`config.mk`:
```
export PLATFORM = sky130hd
export DESIGN_NAME = ast_seq
export DESIGN_NICKNAME = d
export VERILOG_FILES = /design/src/design/ast_pkg.sv /design/src/design/ast_pix_if.sv /design/src/design/ast_seq.sv /design/src/design/ast_avg.sv
export VERILOG_INCLUDE_DIRS = /design/src /design/src/design
export SDC_FILE = /design/constraint.sdc
export NUM_CORES = 2
export LEC_CHECK = 0
export BUFFER_PORTS_ARGS = -buffer_cell sky130_fd_sc_hd__buf_2
export CAP_MARGIN = 20
export CORE_UTILIZATION = 47
export DETAILED_ROUTE_END_ITERATION = 7
export GPL_TIMING_DRIVEN = 1
export PLACE_DENSITY = 0.61
export REMOVE_ABC_BUFFERS = 1
export SYNTH_ARGS = -nofsm -noshare
export SYNTH_HDL_FRONTEND = slang
export SYNTH_HIERARCHICAL = 1
export SYNTH_SLANG_ARGS = --single-unit
```
`constraint.sdc`:
```
create_clock -name clk -period 14 [get_ports clk]
set_input_delay 4.2 -clock clk [delete_from_list [all_inputs] [get_ports clk]]
set_output_delay 4.2 -clock clk [all_outputs]
set_load 0.03 [all_outputs]
```
`src/design/ast_map.svh`:
```
// Purpose: offsets, field positions, reset values and timing counts of the sequencer
// Assumes: 20 MHz clock, 32-bit APB data, one register per aligned word
// Notes: times are kept in their own unit; cycle counts derive from them
`ifndef AST_MAP_SVH
`define AST_MAP_SVH
`define AST_OFF_CTRL 8'h00
`define AST_OFF_CMD 8'h04
`define AST_OFF_NAVG 8'h08
`define AST_OFF_ACQ 8'h0c
`define AST_OFF_INTEG 8'h10
`define AST_OFF_SSDLY 8'h14
`define AST_OFF_SSWID 8'h18
`define AST_OFF_CSPER 8'h1c
`define AST_OFF_STAT 8'h20
`define AST_OFF_ICNT 8'h24
`define AST_BIT_AVG 2
`define AST_BIT_SSEN 3
`define AST_BIT_CSEN 4
`define AST_BIT_START 0
`define AST_BIT_ERR 4
`define AST_RST_NAVG 16'h0002
`define AST_RST_INTEG 20'h0017c
`define AST_CLK_NS 50
`define AST_US_NS 1000
`define AST_TICK_CYC (`AST_US_NS / `AST_CLK_NS)
`define AST_TRIG_DLY_MIN_NS 20
`define AST_TRIG_DLY_MAX_NS 30
`define AST_TRIG_DLY_CYC ((`AST_TRIG_DLY_MIN_NS + `AST_CLK_NS - 1) / `AST_CLK_NS)
`define AST_BUSY1_US 1561
`define AST_GAP_US 0
`define AST_BUSY3_US 1553
`define AST_ACQ_MAX_US 19'd335500
`define AST_INTEG_MIN 20'd380
`define AST_INTEG_MAX 20'd600000
`define AST_INTEG_MIN_US 24'd3800
`define AST_NAVG_MIN 16'h0002
`define AST_NPIX 8
`define AST_PIX_W 3
`endif

```
`src/design/ast_pkg.sv`:
```
// Purpose: shared types of the acquisition sequencer
// Assumes: nothing beyond the map header
// Notes: enum codes implicit, counting up from zero in order
package ast_pkg;
	typedef enum logic [2:0] {ST_IDLE, ST_BUSY1, ST_ACQDLY, ST_INTEG, ST_BUSY3} ast_state_t;
	typedef enum logic [1:0] {TRIG_SW, TRIG_EDGE, TRIG_LEVEL, TRIG_RSVD} ast_trig_t;
endpackage

```
`src/design/ast_pix_if.sv`:
```
// Purpose: carries pixel data and control between sequencer and averager
// Assumes: single clock domain
// Notes: seq drives control and pixels, avg returns results
`timescale 1ns/10ps
`default_nettype none
`include "ast_map.svh"
interface ast_pix_if;
	logic ce;
	logic clear;
	logic acc_en;
	logic pix_valid;
	logic [`AST_PIX_W-1:0] pix_idx;
	logic [15:0] pix_data;
	logic [15:0] n_div;
	logic finish;
	logic busy;
	logic out_valid;
	logic [`AST_PIX_W-1:0] out_idx;
	logic [15:0] out_data;
	modport seq(output ce, clear, acc_en, pix_valid, pix_idx, pix_data, n_div, finish,
		input busy, out_valid, out_idx, out_data);
	modport avg(input ce, clear, acc_en, pix_valid, pix_idx, pix_data, n_div, finish,
		output busy, out_valid, out_idx, out_data);
endinterface
`default_nettype wire

```
`src/design/ast_seq.sv`:
```
// Purpose: acquisition sequencer with averaging, strobes and acquisition delay
// Assumes: APB slave, synchronous inputs, 20 MHz clock
// Notes: cycle timing counted in microsecond ticks from the trigger event, except the level-trigger integration end, which follows ext_trig
//
// The register addresses and register access over APB are this design's own decisions.
`timescale 1ns/10ps
`default_nettype none
`include "ast_map.svh"
// Function
// averaging runs N integrations, N 2..65535
// averaging refused with level trigger
// software request makes the trigger event
// edge trigger event 20-30 ns after rise; here busy starts one 50 ns clock after the sampled rise
// fixed 1561 us busy after trigger
// acquisition delay 0..335500 us, 1 us
// integration 3800 us to 6 s, 10 us
// averaged integrations back to back
// fixed 1553 us busy after last integration
// two strobes, each separately enabled
// single strobe low when disabled
// single strobe rises after programmed delay
// single strobe high for programmed width
// single strobe cut at first integration end
// single strobe ignores acquisition delay
// continuous strobe 50% duty in integration
// continuous strobe low when disabled
// only whole periods under software/edge
// no pulses unless integration exceeds period
// level trigger truncates continuous strobe
// averager sums pixels, divides, truncates
module ast_seq import ast_pkg::*; #(
	parameter logic [15:0] TICK_CYC = 16'(`AST_TICK_CYC),
	parameter logic [23:0] BUSY1_US = 24'(`AST_BUSY1_US),
	parameter logic [23:0] BUSY3_US = 24'(`AST_BUSY3_US)
) (
	input wire logic clk,
	input wire logic srst,
	input wire logic ce,
	input wire logic psel,
	input wire logic penable,
	input wire logic pwrite,
	input wire logic [7:0] paddr,
	input wire logic [31:0] pwdata,
	output logic [31:0] prdata,
	output logic pready,
	output logic pslverr,
	input wire logic ext_trig,
	input wire logic pix_valid,
	input wire logic [`AST_PIX_W-1:0] pix_idx,
	input wire logic [15:0] pix_data,
	output logic single_strobe,
	output logic cont_strobe,
	output logic acq_busy,
	output logic avg_valid,
	output logic [`AST_PIX_W-1:0] avg_idx,
	output logic [15:0] avg_data
);
	localparam int TRIG_CYC = `AST_TRIG_DLY_CYC;

	function automatic logic addr_ok(input logic [7:0] a);
		addr_ok = (a[1:0] == 2'h0) && (a <= `AST_OFF_ICNT);
	endfunction

	logic [1:0] trig_mode_r;
	logic avg_en_r, ss_en_r, cs_en_r, err_r;
	logic [15:0] navg_r;
	logic [18:0] acq_dly_r;
	logic [19:0] integ_r, cs_per_r;
	logic [23:0] ss_dly_r, ss_wid_r;
	logic [31:0] prdata_r, rd_nxt;
	logic wr_en, sw_req, trig_rise, trig_event, start_refused, err_clr, lvl_short;
	ast_state_t state_r;
	logic [23:0] st_us_r, ss_us_r, cs_pos_r;
	logic [15:0] tick_r, int_cnt_r, icnt_done_r;
	logic cyc_avg_r, cyc_lvl_r, trig_prev_r, ss_kill_r, ss_r, cs_r, cs_run_r;
	logic us_tick, int_end, more_int, cyc_done, in_integ;
	logic [23:0] integ_us, per_us, half_us, st_us_inc;
	ast_pix_if pif();

	// apb slave: read data captured in setup, one access cycle
	assign wr_en = psel && penable && pwrite && ce && addr_ok(paddr);
	assign pready = penable && ce;
	assign pslverr = psel && penable && !addr_ok(paddr);
	assign prdata = prdata_r;
	assign sw_req = wr_en && paddr == `AST_OFF_CMD && pwdata[`AST_BIT_START];
	assign err_clr = wr_en && paddr == `AST_OFF_STAT && pwdata[`AST_BIT_ERR];

	always_comb begin
		rd_nxt = 32'h0;
		if (paddr == `AST_OFF_CTRL) begin
			rd_nxt = {27'h0, cs_en_r, ss_en_r, avg_en_r, trig_mode_r};
		end else if (paddr == `AST_OFF_NAVG) begin
			rd_nxt = {16'h0, navg_r};
		end else if (paddr == `AST_OFF_ACQ) begin
			rd_nxt = {13'h0, acq_dly_r};
		end else if (paddr == `AST_OFF_INTEG) begin
			rd_nxt = {12'h0, integ_r};
		end else if (paddr == `AST_OFF_SSDLY) begin
			rd_nxt = {8'h0, ss_dly_r};
		end else if (paddr == `AST_OFF_SSWID) begin
			rd_nxt = {8'h0, ss_wid_r};
		end else if (paddr == `AST_OFF_CSPER) begin
			rd_nxt = {12'h0, cs_per_r};
		end else if (paddr == `AST_OFF_STAT) begin
			rd_nxt = {24'h0, 3'(state_r), err_r, in_integ, cs_r, ss_r, acq_busy};
		end else if (paddr == `AST_OFF_ICNT) begin
			rd_nxt = {16'h0, icnt_done_r};
		end
	end

	always_ff @(posedge clk) begin
		if (srst) begin
			prdata_r <= 32'h0;
		end else if (ce && psel && !penable && !pwrite) begin
			prdata_r <= rd_nxt;
		end
	end

	// configuration writes, out-of-range values clamped
	always_ff @(posedge clk) begin
		if (srst) begin
			trig_mode_r <= 2'h0;
			avg_en_r <= 1'b0;
			ss_en_r <= 1'b0;
			cs_en_r <= 1'b0;
			navg_r <= `AST_RST_NAVG;
			acq_dly_r <= 19'h0;
			integ_r <= `AST_RST_INTEG;
			ss_dly_r <= 24'h0;
			ss_wid_r <= 24'h0;
			cs_per_r <= 20'h0;
		end else if (wr_en) begin
			if (paddr == `AST_OFF_CTRL) begin
				trig_mode_r <= pwdata[1:0];
				avg_en_r <= pwdata[`AST_BIT_AVG];
				ss_en_r <= pwdata[`AST_BIT_SSEN];
				cs_en_r <= pwdata[`AST_BIT_CSEN];
			end else if (paddr == `AST_OFF_NAVG) begin
				navg_r <= (pwdata[15:0] < `AST_NAVG_MIN) ? `AST_NAVG_MIN : pwdata[15:0];
			end else if (paddr == `AST_OFF_ACQ) begin
				acq_dly_r <= (pwdata > {13'h0, `AST_ACQ_MAX_US}) ? `AST_ACQ_MAX_US :
					pwdata[18:0];
			end else if (paddr == `AST_OFF_INTEG) begin
				if (pwdata < {12'h0, `AST_INTEG_MIN}) begin
					integ_r <= `AST_INTEG_MIN;
				end else if (pwdata > {12'h0, `AST_INTEG_MAX}) begin
					integ_r <= `AST_INTEG_MAX;
				end else begin
					integ_r <= pwdata[19:0];
				end
			end else if (paddr == `AST_OFF_SSDLY) begin
				ss_dly_r <= pwdata[23:0];
			end else if (paddr == `AST_OFF_SSWID) begin
				ss_wid_r <= pwdata[23:0];
			end else if (paddr == `AST_OFF_CSPER) begin
				cs_per_r <= pwdata[19:0];
			end
		end
	end

	// trigger selection and event; held off while results drain, a clear would corrupt them
	assign trig_rise = ext_trig && !trig_prev_r;
	assign start_refused = trig_mode_r == TRIG_LEVEL && avg_en_r;
	assign trig_event = ce && state_r == ST_IDLE && !start_refused && !pif.busy &&
		((trig_mode_r != TRIG_EDGE && trig_mode_r != TRIG_LEVEL && sw_req) ||
		((trig_mode_r == TRIG_EDGE || trig_mode_r == TRIG_LEVEL) && trig_rise));

	always_ff @(posedge clk) begin
		if (srst) begin
			trig_prev_r <= 1'b0;
		end else if (ce) begin
			trig_prev_r <= ext_trig;
		end
	end

	// microsecond tick, phase-locked to the trigger event
	always_ff @(posedge clk) begin
		if (srst) begin
			tick_r <= 16'h0;
		end else if (ce) begin
			if (trig_event || state_r == ST_IDLE || us_tick) begin
				tick_r <= 16'h0;
			end else begin
				tick_r <= tick_r + 16'h1;
			end
		end
	end
	assign us_tick = state_r != ST_IDLE && tick_r == TICK_CYC - 16'h1;

	assign integ_us = {4'h0, integ_r} * 24'h00000a;
	assign per_us = {4'h0, cs_per_r} * 24'h00000a;
	assign half_us = {4'h0, cs_per_r} * 24'h000005;
	assign st_us_inc = st_us_r + 24'h1;
	assign in_integ = state_r == ST_INTEG;
	assign int_end = in_integ && (cyc_lvl_r ? !ext_trig : us_tick && st_us_inc == integ_us);
	assign more_int = cyc_avg_r && ({1'b0, int_cnt_r} + 17'h1) < {1'b0, navg_r};
	assign cyc_done = state_r == ST_BUSY3 && us_tick && st_us_inc == BUSY3_US;
	assign lvl_short = cyc_lvl_r && int_end && st_us_r < `AST_INTEG_MIN_US;

	// acquisition sequencer
	always_ff @(posedge clk) begin
		if (srst) begin
			state_r <= ST_IDLE;
			st_us_r <= 24'h0;
			int_cnt_r <= 16'h0;
			cyc_avg_r <= 1'b0;
			cyc_lvl_r <= 1'b0;
		end else if (ce) begin
			if (us_tick) begin
				st_us_r <= st_us_inc;
			end
			case (state_r)
				ST_IDLE: begin
					if (trig_event) begin
						state_r <= ST_BUSY1;
						st_us_r <= 24'h0;
						int_cnt_r <= 16'h0;
						cyc_avg_r <= avg_en_r;
						cyc_lvl_r <= trig_mode_r == TRIG_LEVEL;
					end
				end
				ST_BUSY1: begin
					if (us_tick && st_us_inc == BUSY1_US) begin
						st_us_r <= 24'h0;
						state_r <= (acq_dly_r == 19'h0) ? ST_INTEG : ST_ACQDLY;
					end
				end
				ST_ACQDLY: begin
					if (us_tick && st_us_inc == {5'h0, acq_dly_r}) begin
						st_us_r <= 24'h0;
						state_r <= ST_INTEG;
					end
				end
				ST_INTEG: begin
					if (int_end) begin
						st_us_r <= 24'h0;
						int_cnt_r <= int_cnt_r + 16'h1;
						state_r <= more_int ? ST_INTEG : ST_BUSY3;
					end
				end
				ST_BUSY3: begin
					if (cyc_done) begin
						st_us_r <= 24'h0;
						state_r <= ST_IDLE;
					end
				end
				default: begin
					state_r <= ST_IDLE;
				end
			endcase
		end
	end

	// refused start or short level pulse; a new error wins over the clear
	always_ff @(posedge clk) begin
		if (srst) begin
			err_r <= 1'b0;
			icnt_done_r <= 16'h0;
		end else if (ce) begin
			if ((state_r == ST_IDLE && start_refused && (sw_req || trig_rise)) || lvl_short) begin
				err_r <= 1'b1;
			end else if (err_clr) begin
				err_r <= 1'b0;
			end
			if (cyc_done) begin
				icnt_done_r <= int_cnt_r;
			end
		end
	end

	// single strobe, timed from the trigger event only
	always_ff @(posedge clk) begin
		if (srst) begin
			ss_us_r <= 24'h0;
			ss_kill_r <= 1'b0;
			ss_r <= 1'b0;
		end else if (ce) begin
			if (trig_event) begin
				ss_us_r <= 24'h0;
				ss_kill_r <= 1'b0;
			end else if (us_tick && ss_us_r != 24'hffffff) begin
				ss_us_r <= ss_us_r + 24'h1;
			end
			if (int_end) begin
				ss_kill_r <= 1'b1;
			end
			ss_r <= ss_en_r && state_r != ST_IDLE && !ss_kill_r && !int_end &&
				ss_us_r >= ss_dly_r &&
				({1'b0, ss_us_r} < {1'b0, ss_dly_r} + {1'b0, ss_wid_r});
		end
	end
	assign single_strobe = ss_r;

	// continuous strobe, restarted at each integration start
	always_ff @(posedge clk) begin
		if (srst) begin
			cs_pos_r <= 24'h0;
			cs_run_r <= 1'b0;
			cs_r <= 1'b0;
		end else if (ce) begin
			if (!in_integ || int_end) begin
				cs_pos_r <= 24'h0;
				cs_run_r <= cs_per_r != 20'h0 && (cyc_lvl_r || integ_us > per_us);
			end else if (us_tick) begin
				if (cs_pos_r == per_us - 24'h1) begin
					cs_pos_r <= 24'h0;
					cs_run_r <= cs_run_r && (cyc_lvl_r || integ_us - st_us_inc >= per_us);
				end else begin
					cs_pos_r <= cs_pos_r + 24'h1;
				end
			end
			cs_r <= cs_en_r && in_integ && !int_end && cs_run_r &&
				cs_pos_r < half_us;
		end
	end
	assign cont_strobe = cs_r;
	assign acq_busy = state_r != ST_IDLE;

	// averaging unit hookup
	assign pif.ce = ce;
	assign pif.clear = trig_event;
	assign pif.acc_en = state_r != ST_IDLE && !lvl_short;
	assign pif.pix_valid = pix_valid;
	assign pif.pix_idx = pix_idx;
	assign pif.pix_data = pix_data;
	assign pif.n_div = cyc_avg_r ? navg_r : 16'h0001;
	assign pif.finish = cyc_done;
	assign avg_valid = pif.out_valid;
	assign avg_idx = pif.out_idx;
	assign avg_data = pif.out_data;

	ast_avg u_avg (
		.clk(clk),
		.srst(srst),
		.pif(pif.avg)
	);
endmodule
`default_nettype wire

```
`src/design/ast_avg.sv`:
```
// Purpose: per-pixel accumulate over the integrations, then divide by the count
// Assumes: n_div is at least one whenever finish pulses
// Notes: restoring divider, 32 steps per pixel, quotient truncated
`timescale 1ns/10ps
`default_nettype none
`include "ast_map.svh"
module ast_avg import ast_pkg::*; (
	input wire logic clk,
	input wire logic srst,
	ast_pix_if.avg pif
);
	logic [31:0] acc_r [`AST_NPIX];
	logic busy_r, ov_r;
	logic [`AST_PIX_W-1:0] idx_r, oidx_r;
	logic [4:0] step_r;
	logic [16:0] rem_r;
	logic [31:0] dvd_r, quo_r;
	logic [15:0] od_r;
	logic [16:0] rem_sh;
	logic qbit;
	logic [31:0] quo_nxt;

	genvar g;
	for (g = 0; g < `AST_NPIX; g++) begin : g_acc
		always_ff @(posedge clk) begin
			if (srst) begin
				acc_r[g] <= 32'h0;
			end else if (pif.ce) begin
				if (pif.clear) begin
					acc_r[g] <= 32'h0;
				end else if (pif.acc_en && pif.pix_valid && pif.pix_idx == g) begin
					acc_r[g] <= acc_r[g] + {16'h0, pif.pix_data};
				end
			end
		end
	end

	assign rem_sh = {rem_r[15:0], dvd_r[31]};
	assign qbit = rem_sh >= {1'b0, pif.n_div};
	assign quo_nxt = {quo_r[30:0], qbit};

	// divide sweep, one pixel after another
	always_ff @(posedge clk) begin
		if (srst) begin
			busy_r <= 1'b0;
			idx_r <= '0;
			step_r <= 5'h0;
			rem_r <= 17'h0;
			dvd_r <= 32'h0;
			quo_r <= 32'h0;
			ov_r <= 1'b0;
			oidx_r <= '0;
			od_r <= 16'h0;
		end else if (pif.ce) begin
			ov_r <= 1'b0;
			if (pif.finish && !busy_r) begin
				busy_r <= 1'b1;
				idx_r <= '0;
				step_r <= 5'h0;
				rem_r <= 17'h0;
				dvd_r <= acc_r[0];
			end else if (busy_r) begin
				rem_r <= qbit ? rem_sh - {1'b0, pif.n_div} : rem_sh;
				dvd_r <= {dvd_r[30:0], 1'b0};
				quo_r <= quo_nxt;
				step_r <= step_r + 5'h1;
				if (step_r == 5'h1f) begin
					ov_r <= 1'b1;
					oidx_r <= idx_r;
					od_r <= quo_nxt[15:0];
					rem_r <= 17'h0;
					idx_r <= idx_r + 1'b1;
					dvd_r <= acc_r[idx_r + 1'b1];
					if (idx_r == `AST_PIX_W'(`AST_NPIX - 1)) begin
						busy_r <= 1'b0;
					end
				end
			end
		end
	end

	assign pif.busy = busy_r;
	assign pif.out_valid = ov_r;
	assign pif.out_idx = oidx_r;
	assign pif.out_data = od_r;
endmodule
`default_nettype wire

```
==> run_results.csv <==
group,metric,value,unit
critical_path,crit_type,"input pin to primary output",
synthesis,yosysTopAreaCell,"edfxtp_1",
clock_tree,clock_sinks,631,
timing,finalMaxSlewViolations,0,
critical_path,worstPathRequired,9.80,ns
clock_tree,hold_buffers,0,
timing,clock_skew,0.0409,ns
final_layout,final_common_cell,"nor2_1",
critical_path,regToRegEndpoint,"u_avg/acc_r[3][17]",
floorplan,initial_core_util,47.5,%
timing,rsz0062_at_grt,"false",
floorplan,dieHeight,315,um
critical_path,r2r-start,"integ_r[0]",
synthesis,synth_edf_count,256,
clock_tree,clk_latency,0.67,ns
power_and_ir_drop,power,4.39,mW
timing,fmax,108,MHz
flow_run,drv_cap,0,
power_and_ir_drop,comb_power_share,8.3,%
power_and_ir_drop,p_int,3.27,mW
drt,wire_per_inst,21.8,um
global_route,grt_pass1_wl,220000,um
drt,avgViaCountPerCell,6.01,
power_and_ir_drop,power.density,87.4,nW/um2
critical_path,critPathLaunchType,"input pin",
placed_design,port_buffers,115,
synthesis,synthesis.area,46000,um2
floorplan,rows,114,
clock_tree,clockRootBuffer,"clkbuf_16",
timing,hold_violations,0,
power_and_ir_drop,p_clk_share,46.9,%
final_layout,final_core_util,51.9,%
final_layout,final_cell_mix,"nor2_1 (605), nand2_1 (548), a21oi_1 (450), ha_1 (403), dfxtp_1 (374)",
final_layout,fin_nets,5768,
global_route,antenna_found_initial,5,
timing,finalSetupViolCount,0,
timing,tightest_slew,1.19,ns
synthesis,synth_area_leaders,"edfxtp_1 (17%), dfxtp_1 (16%), ha_1 (11%)",
timing,fin_ws,4.73,ns
critical_path,r2r.worst_path.cells,31,
timing,post-route-period-util,66.2,%
global_route,gr-total-overflow,0,
floorplan,num_io_pins,124,
synthesis,ys_ff_latch,631,
synthesis,synth_ff_type,"dfxtp_1",
clock_tree,numCtsBuffers,75,
timing,setup_tns,0,ns
drt,via_count,39800,
clock_tree,clkTransAtPathRegs,0.06,ns
drt,first_iter_violations,3557,
synthesis,synth_top_cell_area_share,16.7,%
power_and_ir_drop,power.switching,1.12,mW
synthesis,syn_inst,5268,
timing,period_minus_slack,9.27,ns
clock_tree,postCtsSetupBuffers,0,
global_route,first_global_vias,36900,
floorplan,core_area,96700,um2
critical_path,crit_path_end_kind,"primary output",
clock_tree,ctsLongestPathBuffers,3,
global_route,grt_use_total,28.6,%
power_and_ir_drop,swShare,25.5,%
placed_design,placed_cells,6478,
floorplan,fp.dieW,315,um
min_path,hold_end,"u_avg/pif.out_data[2]",
floorplan,die_area,99000,um2
power_and_ir_drop,seq_power_share,44.9,%
critical_path,arrival,5.07,ns
timing,relSlewSlack,20.1,%
drt,detail-route-antenna-nets,0,
min_path,min-delay-start,"u_avg/pif.out_data[2]",
final_layout,drive_above_1_share,8.48,%
status,outcome,"finished, final reports clean",
power_and_ir_drop,ir_drop,0.0768,mV
min_path,whs_path_depth,2,
final_layout,instances_no_fill,6625,
synthesis,ys_types,118,
clock_tree,cts_tree,"done",
clock_tree,cts_resized,0,
drt,first_pass_iters,6,
clock_tree,ctsHtreeMaxLevel,3,
placed_design,post-place-ws,4.73,ns
synthesis,ys_seq_area_share,33.1,%
final_layout,syn2layout_area_growth,9.28,%
synthesis,syn_area_per_cell,8.72,um2
placed_design,place_hpwl,109000,um
global_route,grt_max_degree,85,
placed_design,gp_congestion,0.969,
critical_path,rrSetupSlack,5.54,ns
power_and_ir_drop,p_leak,19.2,nW
synthesis,ys_warn_count,6,
drt,wirelength,144000,um
min_path,hold_path_class,"flop to flop",
critical_path,critPathMaxFanout,12,
drt,drc,0,
synthesis,async_reset_ff_share,0,%
==> synthesized netlist by cell type, types with 13 or more instances <==
| cell | instances |
|---|---|
| a211oi_1 | 58 |
| a21boi_0 | 13 |
| a21o_1 | 95 |
| a21oi_1 | 450 |
| a221oi_1 | 16 |
| a22oi_1 | 34 |
| a31oi_1 | 26 |
| and2_1 | 44 |
| and3_1 | 88 |
| and4_1 | 21 |
| buf_2 | 39 |
| buf_4 | 14 |
| clkbuf_1 | 169 |
| dfxtp_1 | 375 |
| edfxtp_1 | 256 |
| ha_1 | 406 |
| inv_1 | 180 |
| mux2i_1 | 81 |
| mux4_2 | 64 |
| nand2_1 | 548 |
| nand2b_1 | 58 |
| nand3_1 | 133 |
| nand4_1 | 77 |
| nor2_1 | 605 |
| nor2b_1 | 50 |
| nor3_1 | 85 |
| nor3b_1 | 19 |
| nor4_1 | 37 |
| o211ai_1 | 25 |
| o21a_1 | 53 |
| o21ai_0 | 232 |
| o21ai_1 | 19 |
| o21bai_1 | 26 |
| o221a_2 | 14 |
| o221ai_1 | 51 |
| o31a_1 | 14 |
| or2_2 | 19 |
| or3_1 | 65 |
| or4_1 | 21 |
| xnor2_1 | 204 |
| xor2_1 | 212 |
==> stage by stage <==
stage,cell area [um2],hold WS (ns)
floorplan,44900,0.426
global placement,47600,0.439
detailed placement,47600,0.443
CTS,50100,0.451
global route,50200,0.468
finish,50200,0.449
==> registers in the layout, indices dropped and copies added, names as in the netlist, 5 cells and up <==
register            cells
u_avg/acc_r           256
u_avg/dvd_r            32
cs_pos_r               24
prdata                 24
ss_dly_r               24
ss_us_r                24
ss_wid_r               24
st_us_r                24
cs_per_r               20
integ_r                20
acq_dly_r              19
icnt_done_r            16
int_cnt_r              16
navg_r                 16
tick_r                 16
u_avg/pif.out_data     16
u_avg/rem_r            16
u_avg/quo_r            15
u_avg/step_r            5
==> metal layers <==
layer	wire, um	track usage [%]	vias up
met5	13	0	-
met2	66000	46.4	1324
met1	62900	37.9	18900
met3	10100	5.15	241
li1	-	-	19300
met4	5230	10.3	2
==> cells by family (layout without fill, tap and decap cells) <==
logic type | after synthesis | after routing | share of synthesized area [%]
muxes | 146 | 146 | 4.92
xor gates and xnor gates | 420 | 420 | 8.08
DFF | 631 | 631 | 33.1
adders and majority gates | 418 | 418 | 11.6
buffers and inverters | 423 | 493 | 3.75
other | 1 | 12 | 0.00816
AOI/OAI and AO/OA | 1301 | 1301 | 18.6
and+or+nand+nor | 1928 | 1928 | 20.0
==> power groups by stage <==
stage / combinational [mW] / sequential (mW) / clock (mW)
floorplan: 0.230 / 2.00 / 0
CTS: 0.359 / 1.97 / 2.09
global route: 0.395 / 1.97 / 2.17
detailed placement: 0.357 / 2.01 / 0
finish: 0.364 / 1.97 / 2.06
global placement: 0.355 / 2.01 / 0
==> worst max-delay path, cell delays in order <==
cell and delay, ns:
buf_2 0.19, o21ai_0 0.17, nand3_1 0.12, and3_1 0.20, buf_2 0.17
==> cell type report <==
cell class | instances | area (um2)
fillers | 9145 | 46500
multi-input cells | 4221 | 29100
flip-flops and latches | 631 | 15200
clock buffers | 104 | 2100
well taps | 1276 | 1600
repair buffers | 172 | 1060
inverters | 182 | 683
clock inverters | 35 | 455
diodes | 4 | 10.0
==> worst max path at each step <==
stage	startpoint	end	slack, ns	cells after the start
3_5_place_dp	paddr[3]	pslverr	4.73	5
3_3_place_gp	paddr[3]	pslverr	4.71	5
5_1_grt	paddr[3]	pslverr	4.65	5
2_1_floorplan	paddr[7]	u_avg/acc_r[4][0]	5.04	6
4_1_cts	paddr[3]	pslverr	4.73	5
6_report	paddr[3]	pslverr	4.73	5
Note: power is estimated with default switching activity, not from simulation.
